File: src/core/dfb_pkg.sv
// Constants for the PLL feedback divider and loop bandwidth register bank
//
// Summary of operation
// - 24-bit read/write feedback ratio for reference 0, reset to 070000h.
// - 24-bit read/write feedback ratio for reference 1, reset to 070000h.
// - 4-bit locked bandwidth code from 0.2Hz, reset 0111b; 1111 reserved.
// - 4-bit acquire bandwidth code, same table, reset 0111b; 1111 reserved.
// - Quick acquire uses acquire code whenever unlocked, else locked code always.
package dfb_pkg;

   ////////////////////////////////////////////////////////////////////////////
   // Bus widths
   localparam int ADDR_W = 16;
   localparam int DATA_W = 8;
   localparam int RATIO_W = 24;
   localparam int BW_W = 4;

   ////////////////////////////////////////////////////////////////////////////
   // Byte addresses
   localparam logic [15:0] ADDR_RATIO0_HI = 16'h0011;
   localparam logic [15:0] ADDR_RATIO0_MD = 16'h0012;
   localparam logic [15:0] ADDR_RATIO0_LO = 16'h0013;
   localparam logic [15:0] ADDR_RATIO1_HI = 16'h0014;
   localparam logic [15:0] ADDR_RATIO1_MD = 16'h0015;
   localparam logic [15:0] ADDR_RATIO1_LO = 16'h0016;
   localparam logic [15:0] ADDR_BANDWIDTH = 16'h0017;
   localparam logic [15:0] ADDR_LOOP_CTRL = 16'h0023;
   localparam logic [15:0] ADDR_STATUS = 16'h0030;

   ////////////////////////////////////////////////////////////////////////////
   // Field positions
   localparam int LCK_BW_LSB = 4;
   localparam int ACQ_BW_LSB = 0;
   localparam int QUICK_ACQ_BIT = 0;
   localparam int ST_ACQ_BIT = 0;
   localparam int ST_REF_BIT = 1;
   localparam int ST_LOCK_BIT = 2;

   ////////////////////////////////////////////////////////////////////////////
   // Reset values and reserved code
   localparam logic [23:0] RATIO_RESET = 24'h070000;
   localparam logic [3:0] BW_RESET = 4'h7;
   localparam logic [3:0] BW_RESERVED = 4'hF;
   localparam logic QUICK_ACQ_RESET = 1'h0;
   localparam logic [7:0] READ_ZERO = 8'h00;

   // Which bandwidth code drives the loop
   typedef enum logic {DFB_BW_LOCKED, DFB_BW_ACQUIRE} dfb_bw_sel_t;

endpackage

File: src/core/dfb_top.sv
// Feedback divider and loop bandwidth register bank for the digital PLL
//
// Chosen here: the strobed register port and the placing of the registers.
module dfb_top
(
   input  wire logic                        clk_sys,
   input  wire logic                        nrst,
   input  wire logic [dfb_pkg::ADDR_W-1:0]  bus_addr,
   input  wire logic [dfb_pkg::DATA_W-1:0]  bus_wdata,
   input  wire logic                        bus_wr,
   input  wire logic                        bus_rd,
   output logic      [dfb_pkg::DATA_W-1:0]  bus_rdata,
   input  wire logic                        ref_select,
   input  wire logic                        phase_locked,
   output logic      [dfb_pkg::RATIO_W-1:0] fb_ratio,
   output logic      [dfb_pkg::BW_W-1:0]    loop_bandwidth,
   output logic                             bw_acquire_active
);
   import dfb_pkg::*;

   ////////////////////////////////////////////////////////////////////////////
   // Storage
   logic [RATIO_W-1:0] feedback_ratio_ref0_reg;
   logic [RATIO_W-1:0] feedback_ratio_ref1_reg;
   logic [BW_W-1:0]    locked_bandwidth_select_reg;
   logic [BW_W-1:0]    acquire_bandwidth_select_reg;
   logic               quick_acquire_enable_reg;
   logic [DATA_W-1:0]  rdata_next;
   logic [RATIO_W-1:0] ratio_next;
   logic [BW_W-1:0]    bw_next;
   dfb_bw_sel_t        bw_sel_next;

   ////////////////////////////////////////////////////////////////////////////
   // Address decode
   wire wr_r0_hi = bus_wr && (bus_addr == ADDR_RATIO0_HI);
   wire wr_r0_md = bus_wr && (bus_addr == ADDR_RATIO0_MD);
   wire wr_r0_lo = bus_wr && (bus_addr == ADDR_RATIO0_LO);
   wire wr_r1_hi = bus_wr && (bus_addr == ADDR_RATIO1_HI);
   wire wr_r1_md = bus_wr && (bus_addr == ADDR_RATIO1_MD);
   wire wr_r1_lo = bus_wr && (bus_addr == ADDR_RATIO1_LO);
   wire wr_bw    = bus_wr && (bus_addr == ADDR_BANDWIDTH);
   wire wr_ctrl  = bus_wr && (bus_addr == ADDR_LOOP_CTRL);

   // Reserved bandwidth codes are dropped so the loop never sees them
   wire [BW_W-1:0] wr_lck_code = bus_wdata[LCK_BW_LSB +: BW_W];
   wire [BW_W-1:0] wr_acq_code = bus_wdata[ACQ_BW_LSB +: BW_W];
   wire wr_lck_ok = wr_bw && (wr_lck_code != BW_RESERVED);
   wire wr_acq_ok = wr_bw && (wr_acq_code != BW_RESERVED);

   ////////////////////////////////////////////////////////////////////////////
   // Bandwidth and ratio selection toward the PLL core
   assign bw_sel_next = (quick_acquire_enable_reg && !phase_locked)
                        ? DFB_BW_ACQUIRE : DFB_BW_LOCKED;
   assign bw_next = (bw_sel_next == DFB_BW_ACQUIRE)
                    ? acquire_bandwidth_select_reg
                    : locked_bandwidth_select_reg;
   assign ratio_next = ref_select ? feedback_ratio_ref1_reg
                                  : feedback_ratio_ref0_reg;

   ////////////////////////////////////////////////////////////////////////////
   // Read mux
   always_comb
   begin
      rdata_next = READ_ZERO;
      if (bus_rd)
      begin
         case (bus_addr)
            ADDR_RATIO0_HI: rdata_next = feedback_ratio_ref0_reg[23:16];
            ADDR_RATIO0_MD: rdata_next = feedback_ratio_ref0_reg[15:8];
            ADDR_RATIO0_LO: rdata_next = feedback_ratio_ref0_reg[7:0];
            ADDR_RATIO1_HI: rdata_next = feedback_ratio_ref1_reg[23:16];
            ADDR_RATIO1_MD: rdata_next = feedback_ratio_ref1_reg[15:8];
            ADDR_RATIO1_LO: rdata_next = feedback_ratio_ref1_reg[7:0];
            ADDR_BANDWIDTH: rdata_next = {locked_bandwidth_select_reg,
                                          acquire_bandwidth_select_reg};
            ADDR_LOOP_CTRL: rdata_next[QUICK_ACQ_BIT] =
                               quick_acquire_enable_reg;
            ADDR_STATUS:
            begin
               rdata_next[ST_ACQ_BIT]  = bw_acquire_active;
               rdata_next[ST_REF_BIT]  = ref_select;
               rdata_next[ST_LOCK_BIT] = phase_locked;
            end
            default: rdata_next = READ_ZERO;
         endcase
      end
   end

   ////////////////////////////////////////////////////////////////////////////
   // Feedback ratio bytes
   always_ff @(posedge clk_sys or negedge nrst)
   begin
      if (!nrst)
      begin
         feedback_ratio_ref0_reg <= RATIO_RESET;
         feedback_ratio_ref1_reg <= RATIO_RESET;
      end
      else
      begin
         if (wr_r0_hi) feedback_ratio_ref0_reg[23:16] <= bus_wdata;
         if (wr_r0_md) feedback_ratio_ref0_reg[15:8]  <= bus_wdata;
         if (wr_r0_lo) feedback_ratio_ref0_reg[7:0]   <= bus_wdata;
         if (wr_r1_hi) feedback_ratio_ref1_reg[23:16] <= bus_wdata;
         if (wr_r1_md) feedback_ratio_ref1_reg[15:8]  <= bus_wdata;
         if (wr_r1_lo) feedback_ratio_ref1_reg[7:0]   <= bus_wdata;
      end
   end

   ////////////////////////////////////////////////////////////////////////////
   // Bandwidth codes and quick acquire enable
   always_ff @(posedge clk_sys or negedge nrst)
   begin
      if (!nrst)
      begin
         locked_bandwidth_select_reg  <= BW_RESET;
         acquire_bandwidth_select_reg <= BW_RESET;
         quick_acquire_enable_reg     <= QUICK_ACQ_RESET;
      end
      else
      begin
         if (wr_lck_ok) locked_bandwidth_select_reg  <= wr_lck_code;
         if (wr_acq_ok) acquire_bandwidth_select_reg <= wr_acq_code;
         if (wr_ctrl)   quick_acquire_enable_reg <= bus_wdata[QUICK_ACQ_BIT];
      end
   end

   ////////////////////////////////////////////////////////////////////////////
   // Registered outputs
   always_ff @(posedge clk_sys or negedge nrst)
   begin
      if (!nrst)
      begin
         bus_rdata         <= READ_ZERO;
         fb_ratio          <= RATIO_RESET;
         loop_bandwidth    <= BW_RESET;
         bw_acquire_active <= 1'b0;
      end
      else
      begin
         bus_rdata         <= rdata_next;
         fb_ratio          <= ratio_next;
         loop_bandwidth    <= bw_next;
         bw_acquire_active <= (bw_sel_next == DFB_BW_ACQUIRE);
      end
   end

   ////////////////////////////////////////////////////////////////////////////
   // Checks

   // A ratio byte write lands in storage at the next edge
   a_ratio0_write: assert property (
      @(posedge clk_sys) disable iff (!nrst)
      wr_r0_lo |=> (feedback_ratio_ref0_reg[7:0] == $past(bus_wdata)))
      else $error("ratio 0 low byte not stored");

   a_ratio1_write: assert property (
      @(posedge clk_sys) disable iff (!nrst)
      wr_r1_hi |=> (feedback_ratio_ref1_reg[23:16] == $past(bus_wdata)))
      else $error("ratio 1 high byte not stored");

   // Read data carry the byte stored when the strobe was taken
   a_ratio0_readback: assert property (
      @(posedge clk_sys) disable iff (!nrst)
      (bus_rd && bus_addr == ADDR_RATIO0_MD) |=>
      (bus_rdata == $past(feedback_ratio_ref0_reg[15:8])))
      else $error("ratio 0 middle byte read back wrong");

   a_ratio1_readback: assert property (
      @(posedge clk_sys) disable iff (!nrst)
      (bus_rd && bus_addr == ADDR_RATIO1_HI) |=>
      (bus_rdata == $past(feedback_ratio_ref1_reg[23:16])))
      else $error("ratio 1 high byte read back wrong");

   // Reserved codes never reach storage and leave the old code in place
   a_lck_no_reserved: assert property (
      @(posedge clk_sys) disable iff (!nrst)
      locked_bandwidth_select_reg != BW_RESERVED)
      else $error("locked bandwidth holds reserved code");

   a_lck_kept: assert property (
      @(posedge clk_sys) disable iff (!nrst)
      (wr_bw && wr_lck_code == BW_RESERVED) |=>
      $stable(locked_bandwidth_select_reg))
      else $error("reserved locked code changed storage");

   a_acq_no_reserved: assert property (
      @(posedge clk_sys) disable iff (!nrst)
      acquire_bandwidth_select_reg != BW_RESERVED)
      else $error("acquisition bandwidth holds reserved code");

   a_acq_kept: assert property (
      @(posedge clk_sys) disable iff (!nrst)
      (wr_bw && wr_acq_code == BW_RESERVED) |=>
      $stable(acquire_bandwidth_select_reg))
      else $error("reserved acquisition code changed storage");

   // A write right behind the read must not disturb the returned code
   a_acq_readback: assert property (
      @(posedge clk_sys) disable iff (!nrst)
      (bus_rd && bus_addr == ADDR_BANDWIDTH) |=>
      (bus_rdata[ACQ_BW_LSB +: BW_W] ==
       $past(acquire_bandwidth_select_reg)))
      else $error("acquisition code read back wrong");

   // Bandwidth toward the loop follows quick acquire and the lock state
   a_bw_follows_lock: assert property (
      @(posedge clk_sys) disable iff (!nrst)
      (!quick_acquire_enable_reg && $stable(locked_bandwidth_select_reg))
      |=> (loop_bandwidth == $past(locked_bandwidth_select_reg)))
      else $error("locked bandwidth not applied");

   a_bw_acquire: assert property (
      @(posedge clk_sys) disable iff (!nrst)
      (quick_acquire_enable_reg && !phase_locked) |=>
      (bw_acquire_active && loop_bandwidth ==
       $past(acquire_bandwidth_select_reg)))
      else $error("acquisition bandwidth not applied");

   a_bw_locked: assert property (
      @(posedge clk_sys) disable iff (!nrst)
      (quick_acquire_enable_reg && phase_locked) |=>
      (!bw_acquire_active && loop_bandwidth ==
       $past(locked_bandwidth_select_reg)))
      else $error("locked bandwidth not applied once locked");

   // Ratio toward the core follows the selected reference
   a_ratio_select: assert property (
      @(posedge clk_sys) disable iff (!nrst)
      ref_select |=> (fb_ratio == $past(feedback_ratio_ref1_reg)))
      else $error("selected ratio not presented");

   a_ratio_ref0: assert property (
      @(posedge clk_sys) disable iff (!nrst)
      !ref_select |=> (fb_ratio == $past(feedback_ratio_ref0_reg)))
      else $error("reference 0 ratio not presented");

endmodule

File: config.mk
export PLATFORM = sky130hd
export DESIGN_NAME = dfb_top
export DESIGN_NICKNAME = d
export VERILOG_FILES = /design/src/core/dfb_pkg.sv /design/src/core/dfb_top.sv
export SDC_FILE = /design/constraint.sdc
export NUM_CORES = 1
export LEC_CHECK = 0
export ABC_AREA = 0
export BUFFER_PORTS_ARGS = -buffer_cell sky130_fd_sc_hd__buf_2
export CAP_MARGIN = 0
export CORE_ASPECT_RATIO = 1.4
export CORE_MARGIN = 1.5
export CORE_UTILIZATION = 50
export CTS_CLUSTER_SIZE = 30
export DETAILED_ROUTE_END_ITERATION = 16
export MAX_ROUTING_LAYER = met4
export PLACE_DENSITY = 0.82
export REMOVE_ABC_BUFFERS = 1
export SYNTH_ARGS = -nofsm -noshare
export SYNTH_HDL_FRONTEND = slang
export SYNTH_SLANG_ARGS = --single-unit
File: constraint.sdc
create_clock -name clk_sys -period 3.95 [get_ports clk_sys]
set_clock_uncertainty 0.05 [all_clocks]
set_input_delay 0.395 -clock clk_sys [delete_from_list [all_inputs] [get_ports clk_sys]]
set_output_delay 0.395 -clock clk_sys [all_outputs]
set_load 0.1 [all_outputs]
# ---- Yosys cells after proc, flatten, opt, wreduce, memory -nomap -nowiden
# Cells that the tools add are included.
dict set report classes {
  reduce_logical 12
  mux 7
  n_eq_ne 11
}
# cell count
set op_table {}
lappend op_table {{== test 16 x 5 -> 1 bit (second input constant)} 7}
lappend op_table {{case mux 5 bit (7 select lines)} 1}
lappend op_table {{== test 16 x 6 -> 1 bit (second input constant)} 2}
lappend op_table {{2-to-1 mux 24 bit} 1}
lappend op_table {{case mux 2 bit (8 select lines)} 1}
lappend op_table {{logical AND 1 bit} 11}
lappend op_table {{case mux 1 bit (9 select lines)} 1}
lappend op_table {{2-to-1 mux 8 bit} 1}
lappend op_table {{!= test 4 bit (second input constant)} 2}
lappend op_table {{2-to-1 mux 4 bit} 1}
lappend op_table {{logical NOT 1 bit} 1}
lappend op_table {{2-to-1 mux 1 bit} 1}
dict set report totals {
  word_cells 43
  output_inout_bits 37
  in_bits 30
  register_bits 94
}

# ---- Logic depth before layout (Yosys ltp)
# Gate-level depths: netlist of run 1.
dict set report depth {
  depth_word 4
  ltp_mapped 6
}

# ---- Worst setup path before layout of run 1
# No wires, ideal clock.
dict set report synth_timing {
  path_type {input port to flip-flop}
  start {input bus_addr[13] in the netlist's numbering}
  end {register feedback_ratio_ref1_reg[0]}
  setup_slack_ns 1.838
  path_buffers 1
  arrival_ns 1.937
  path_stages 6
  required_time_ns 3.775
  path_cell_list {or4_4 > nor2_1 > and2_1 > and3_1 > buf_4 > mux2_2}
}
dict set report synth_via {
  elab_chain_len 2
}
# item line
set synth_rtl {}
lappend synth_rtl {{start: declaration} dfb_top.sv:8} ;# input wire logic [dfb_pkg::ADDR_W-1:0] bus_addr,
lappend synth_rtl {{== test 16 x 5 -> 1 bit} dfb_top.sv:40} ;# wire wr_r1_lo = bus_wr && (bus_addr == ADDR_RATIO1_LO);
lappend synth_rtl {{logical AND 1 bit} dfb_top.sv:40}
lappend synth_rtl {{end signal: assignment} dfb_top.sv:105} ;# if (wr_r1_lo) feedback_ratio_ref1_reg[7:0] <= bus_wdata;
lappend synth_rtl {{end: declaration} dfb_top.sv:24} ;# logic [RATIO_W-1:0] feedback_ratio_ref1_reg;
# Every way passes these cells.
# A chain may end at the register's enable or synchronous reset.

# ---- Final worst setup path of run 1
dict set report layout_timing {
  start {input bus_addr[13] in the netlist's numbering}
  end {register feedback_ratio_ref1_reg[2]}
}
# The elaborated chain is that of the path after synthesis.

==> results.txt, run 1 <==
Async SR Flop Fraction = 100%
TNS Setup = 0 ps
Delay-heaviest family, CP = simple AND/OR/NAND/NOR gates
Hpwl dp = 7.01 mm
Die Height = 112 µm
CTS Buf Count = 9
Drt via density = 6.25
Nets = 402
Clock Tree Root = clkbuf_16
Max Clk Rate = 434 MHz
Gr usage total = 25.7%
Port buffer count = 66
Critical path type = input pin to register
Cts repair resizes = 0
Final Hold Viols = 0
Worst reg2reg startpoint = quick_acquire_enable_reg
Final Max Tran Viols = 0
Max FO, Critical Path = 8
Unique masters post-synth = 48
Sequential share of the synthesized area = 55.9%
Die area = 9070 µm²
Syn-to-layout area delta = 15.7%
Area contributors post-synth = dfrtp_1, mux2_2, dfstp_2, a31oi_1, o22a_1
EDFF count, synth = 0
CP Capture Type = register
Vias in the first global route = 3115
Fraction of layout cells with a size suffix above 1 = 52.8%
Boundary Pins = 67
Finish-stage setup viols = 0
CP Launch Type = input pin
Hold crit path type = input pin to asynchronous set/reset pin
Synthesized flop and latch total = 94
Initial Util = 51.8%
Main synth FF type = dfrtp_1
WL/cell = 21.6 µm
Pwr dens = 380 nW/µm²
Worst R2R Path Depth = 2
Post-synthesis cell count = 314
Gr ovfl total = 0
Cell with the most instances after synthesis = mux2_2
CTS H-Tree Depth = 3
Worst slew margin = 42.6%
DR vias = 2993
Synth Warn # = 0
Gpl congestion = 0.971
Flop2flop setup slack = 2550 ps
CTS hold repair buffers = 0
Ant. Diodes = 0
Worst path max stage delay = 570 ps
CTS tree = built
Final ANT Viol Nets = 0
Initial antenna violation count = 0
Status = completed
Cell Rows = 39
Critical Path AT = 2480 ps
First-pass detailed-route iteration total = 4
DRC = 0
Clk sink count = 94
Chip Width = 80.9 µm
RSZ-0062 raised after global routing = no
Worst skew pair latency = 340 ps
Post-CTS setup buffer count = 0
Mapped Area = 4250 µm²
Yosys top cell by area = dfrtp_1
Pin slew with the least headroom to its limit = 862 ps
Post-synth top area share = 44.8%
Tot Pwr = 1870 µW
Peak VDD IR = 266 µV
Minimum clock period = 2310 ps
Largest net degree at the start of global routing = 70
CP required = 4130 ps
Max-cap violations = 0
Avg Cell Area, Syn = 13.5 µm²
Final WL = 10.4 mm
First-iteration detailed-routing DRC count = 446
Critical-path cell list = buf_2, or4_4, nor2_1, and2_1, and3_1, mux2_2
Clock slew at reported path FFs = 60 ps
Longest Clk Path Bufs = 2
RR Endpoint = loop_bandwidth[3]
CP max stage cell = or4_4
Synth cell count leaders = mux2_2, dfrtp_1, dfstp_2
Tcrit/Tclk final = 58.4%
Leakage = 0.00239 µW
CORE AREA = 8200 µm²
Global-route wire length before repair = 16.5 mm
Buffers & Inverters on Critical Path = 1
-- how the worst max path moves through the flow --
stage / start / cells past startpoint / to / slack, ps
2_1_floorplan: bus_addr[13] / 5 / feedback_ratio_ref1_reg[0] / 1780
3_3_place_gp: bus_addr[13] / 6 / feedback_ratio_ref1_reg[7] / 1330
3_5_place_dp: bus_addr[13] / 6 / feedback_ratio_ref1_reg[2] / 1320
4_1_cts: bus_addr[13] / 6 / feedback_ratio_ref1_reg[7] / 1680
5_1_grt: bus_addr[13] / 6 / bus_rdata[5] / 1520
6_report: bus_addr[13] / 6 / feedback_ratio_ref1_reg[2] / 1640
-- cells in the final DEF, fill, tap and decap left out, types with 2 or more instances in the layout --
master / netlist / routed
and2_1: 3 / 3
dfstp_2: 18 / 18
o22a_1: 8 / 8
dfrtp_1: 76 / 76
nor2b_1: 5 / 5
a31oi_1: 13 / 13
nand2_2: 3 / 3
nor3_1: 5 / 5
nand4_1: 3 / 3
a222oi_1: 3 / 3
nand3_2: 2 / 2
mux2_2: 87 / 87
nand2b_1: 2 / 2
and4_1: 2 / 2
a21oi_1: 6 / 6
a22o_1: 2 / 2
clkbuf_1: 7 / 3
clkbuf_8: 0 / 2
buf_2: 2 / 65
and3_1: 2 / 2
or4_4: 2 / 2
or3_1: 3 / 3
a221oi_1: 2 / 2
buf_4: 1 / 2
a32oi_1: 4 / 4
nor2_1: 4 / 4
a22oi_1: 8 / 8
nand2_1: 10 / 10
nor4bb_1: 2 / 2
clkbuf_16: 0 / 9
-- power by group --
group	internal, µW	total (µW)	switching (µW)	leakage, µW
clock	464	814	350	0.000134
combinational	24.9	87.4	62.5	0.00101
sequential	964	964	0.231	0.00125
-- cell type report --
class / count / area (µm²)
fill: 644 / 3280
multi-input combinational: 200 / 1790
timing repair buffer: 67 / 340
tap: 102 / 128
sequential: 94 / 2370
clock buffer: 14 / 264
clock inverter: 2 / 16.3
-- kinds of logic (layout without fill, tap and decap cells) --
group                     Yosys count  count (layout)  synth area share (%)
AOI/OAI and AO/OA                  50              50                  8.69
and+or+nand+nor                    61              61                  9.69
DFF                                94              94                  55.9
xor gates and xnor gates            1               1                 0.206
buffers and inverters              20              83                  1.91
muxes                              88              88                  23.6
-- per-layer routing --
metal	wire (µm)	global-route usage, %	vias to the layer above	share of wire [%]
met5	0	-	-	0
met4	362	14.0	0	3.5
met3	721	6.42	32	7.0
met2	5270	37.8	149	51
met1	3990	32.4	1511	39
li1	-	-	1301	-
-- per-stage QoR --
stage               area [µm²]  hold slack, ps  setup WS (ps)  std cells  util [%]
CTS                       4910             137           1680        479      60.0
global placement          4630             453           1330        463      56.5
detailed placement        4630             465           1320        463      56.5
finish                    4910             109           1640        479      60.0
global route              4910             176           1520        479      60.0
floorplan                 4170            49.4           1780        294         -
(Power assumes the default switching activity.)
==> inputs of run 2 (changes only) <==
PLACE_DENSITY = 0.85   (was 0.82)
clock period = 1.88 ns   (was 3.95 ns; I/O delays follow)
==> run 2 against run 1 <==
  * Clock-buffer cell count unchanged
  * Non-clock buffer count increased by 41
  * Final cell count is 8.6% higher
  * Register-to-register slack got worse by 2100 ps
  * Flip-flop and latch count unchanged
  * Power rose by 110%
  * Via count is 7.0% higher
  * Sequential power increased by 110%
==> results.txt, run 2 (synthesis results as in run 1) <==
Pin slew with the least headroom to its limit = 564 ps
P_sw = 900 µW
Max-cap violations = 0
Initial Util = 51.8%
CP Launch Type = input pin
Syn-to-layout area delta = 23.4%
CORE AREA = 8200 µm²
Clock Tree Root = clkbuf_16
CTS Buf Count = 9
Gr usage total = 28.0%
Vias in the first global route = 3359
Critical-path cell list = buf_2, or4_4, buf_4, nor4_4, buf_4, nor4bb_1, buf_4, a21oi_1, a21oi_1
Final WL = 11.1 mm
Final Max Tran Viols = 0
Dpl ws = -258 ps
Int Power = 3080 µW
Peak VDD IR = 578 µV
Gr ovfl total = 0
Worst path max stage delay = 550 ps
CP required = 2100 ps
WL/cell = 21.4 µm
Final ANT Viol Nets = 0
Max Clk Rate = 557 MHz
Hold crit path type = input pin to register
Cell mode on critical path = buf_4
Worst hold margin = 64.5 ps
CTS tree = built
Initial antenna violation count = 0
CP Capture Type = register
Boundary Pins = 67
Critical path type = input pin to register
Ant. Diodes = 0
Longest Clk Path Bufs = 2
Gpl congestion = 0.967
Util after Layout = 63.9%
Finish-stage setup viols = 0
Tcrit/Tclk final = 95.6%
CTS H-Tree Depth = 3
Final setup margin = 83.1 ps
Hpwl dp = 8.14 mm
Global-route wire length before repair = 18.0 mm
Final Hold Viols = 0
TNS Setup = 0 ps
Post-CTS setup buffer count = 0
Chip Width = 80.9 µm
Max FO, Critical Path = 3
Die Height = 112 µm
First-pass detailed-route iteration total = 5
RSZ-0062 raised after global routing = no
Net Sw Frac = 22.6%
Met2 usage = 43.8%
Final non-filler cell total = 520
Clk sink count = 94
Worst slew margin = 62.4%
DR vias = 3202
Cell Rows = 39
Die area = 9070 µm²
Pwr dens = 760 nW/µm²
Grt peak-use layer = met2
Nets = 443
Worst skew pair latency = 350 ps
Most frequent cells in the layout = mux2_2, dfrtp_1, buf_2, buf_4, dfstp_2
Port buffer count = 66
Drt via density = 6.16
Power share of the sequential group = 50.9%
Clk pwr share = 43.5%
Comb pwr share = 5.7%
Fraction of layout cells with a size suffix above 1 = 57.4%
Clock slew at reported path FFs = 70 ps
CP max stage cell = or4_4
Leakage = 0.00260 µW
Cells after DPL = 503
Met3 Resource Use GR = 3.58%
Minimum clock period = 1800 ps
Met1 Use GR = 33.5%
Most common cell after layout, fill and taps aside = mux2_2
First-iteration detailed-routing DRC count = 262
Status = completed
Critical Path AT = 2020 ps
DRC = 0
Largest net degree at the start of global routing = 43
-- run 2: cell types whose count changed in the layout (fill, tap and decap cells not counted), sizes merged --
cell / delta
dlygate4sd3: +1
buf: +40
-- run 2: area by class of cell --
| type | instances | area, µm² |
|---|---|---|
| multi-input cells | 200 | 1800 |
| well taps | 102 | 128 |
| flip-flops and latches | 94 | 2370 |
| fillers | 640 | 2960 |
| clock inverters | 2 | 16.3 |
| clock buffers | 14 | 264 |
| repair buffers | 108 | 663 |
-- run 2: final timing paths --
| check | from | to | slack [ps] | cells past startpoint |
|---|---|---|---|---|
| min in group asynchronous | nrst | fb_ratio[15] | 320 | 2 |
| worst max-delay path | bus_addr[13] | bus_rdata[1] | 80 | 9 |
| worst min-delay path | phase_locked | bw_acquire_active | 60 | 2 |
| worst max register to register | feedback_ratio_ref0_reg[17] | bus_rdata[1] | 450 | 5 |
| worst min register to register | acquire_bandwidth_select_reg[1] | acquire_bandwidth_select_reg[1] | 470 | 1 |
| max in group asynchronous | nrst | fb_ratio[17] | 800 | 3 |
-- run 2: critical path, delay by kind of cell --
kind | cells | cell delay (ps)
AND/OR/NAND/NOR | 3 | 1040
AO/OA/AOI/OAI | 2 | 170
buffers and inverters | 4 | 620
-- run 2: power by group through the flow --
stage / Combinational [µW] / Clock, µW / Sequential [µW]
floorplan: 40.8 / 0 / 2060
finish: 227 / 1730 / 2030
CTS: 227 / 1750 / 2030
global route: 246 / 1840 / 2020
global placement: 217 / 0 / 2060
detailed placement: 224 / 0 / 2060
-- run 2: per-stage QoR --
stage               cell area, µm²  power (µW)
CTS                           5240        4000
detailed placement            4950        2290
floorplan                     4170        2100
global route                  5240        4120
global placement              4950        2280
finish                        5240        3980
-- run 2: repair_timing --
action                                  4_1_cts  5_1_grt
hold endpoints to repair                     30        0
endpoints found under the setup margin        0        1
hold buffers                                  1        0
gates resized for setup                       0        1
-- run 2: layer usage --
layer	part of all wire [%]	wire [µm]
met1	38	4200
met2	51	5720
met3	5.2	577
met4	5.6	623
met5	0	0
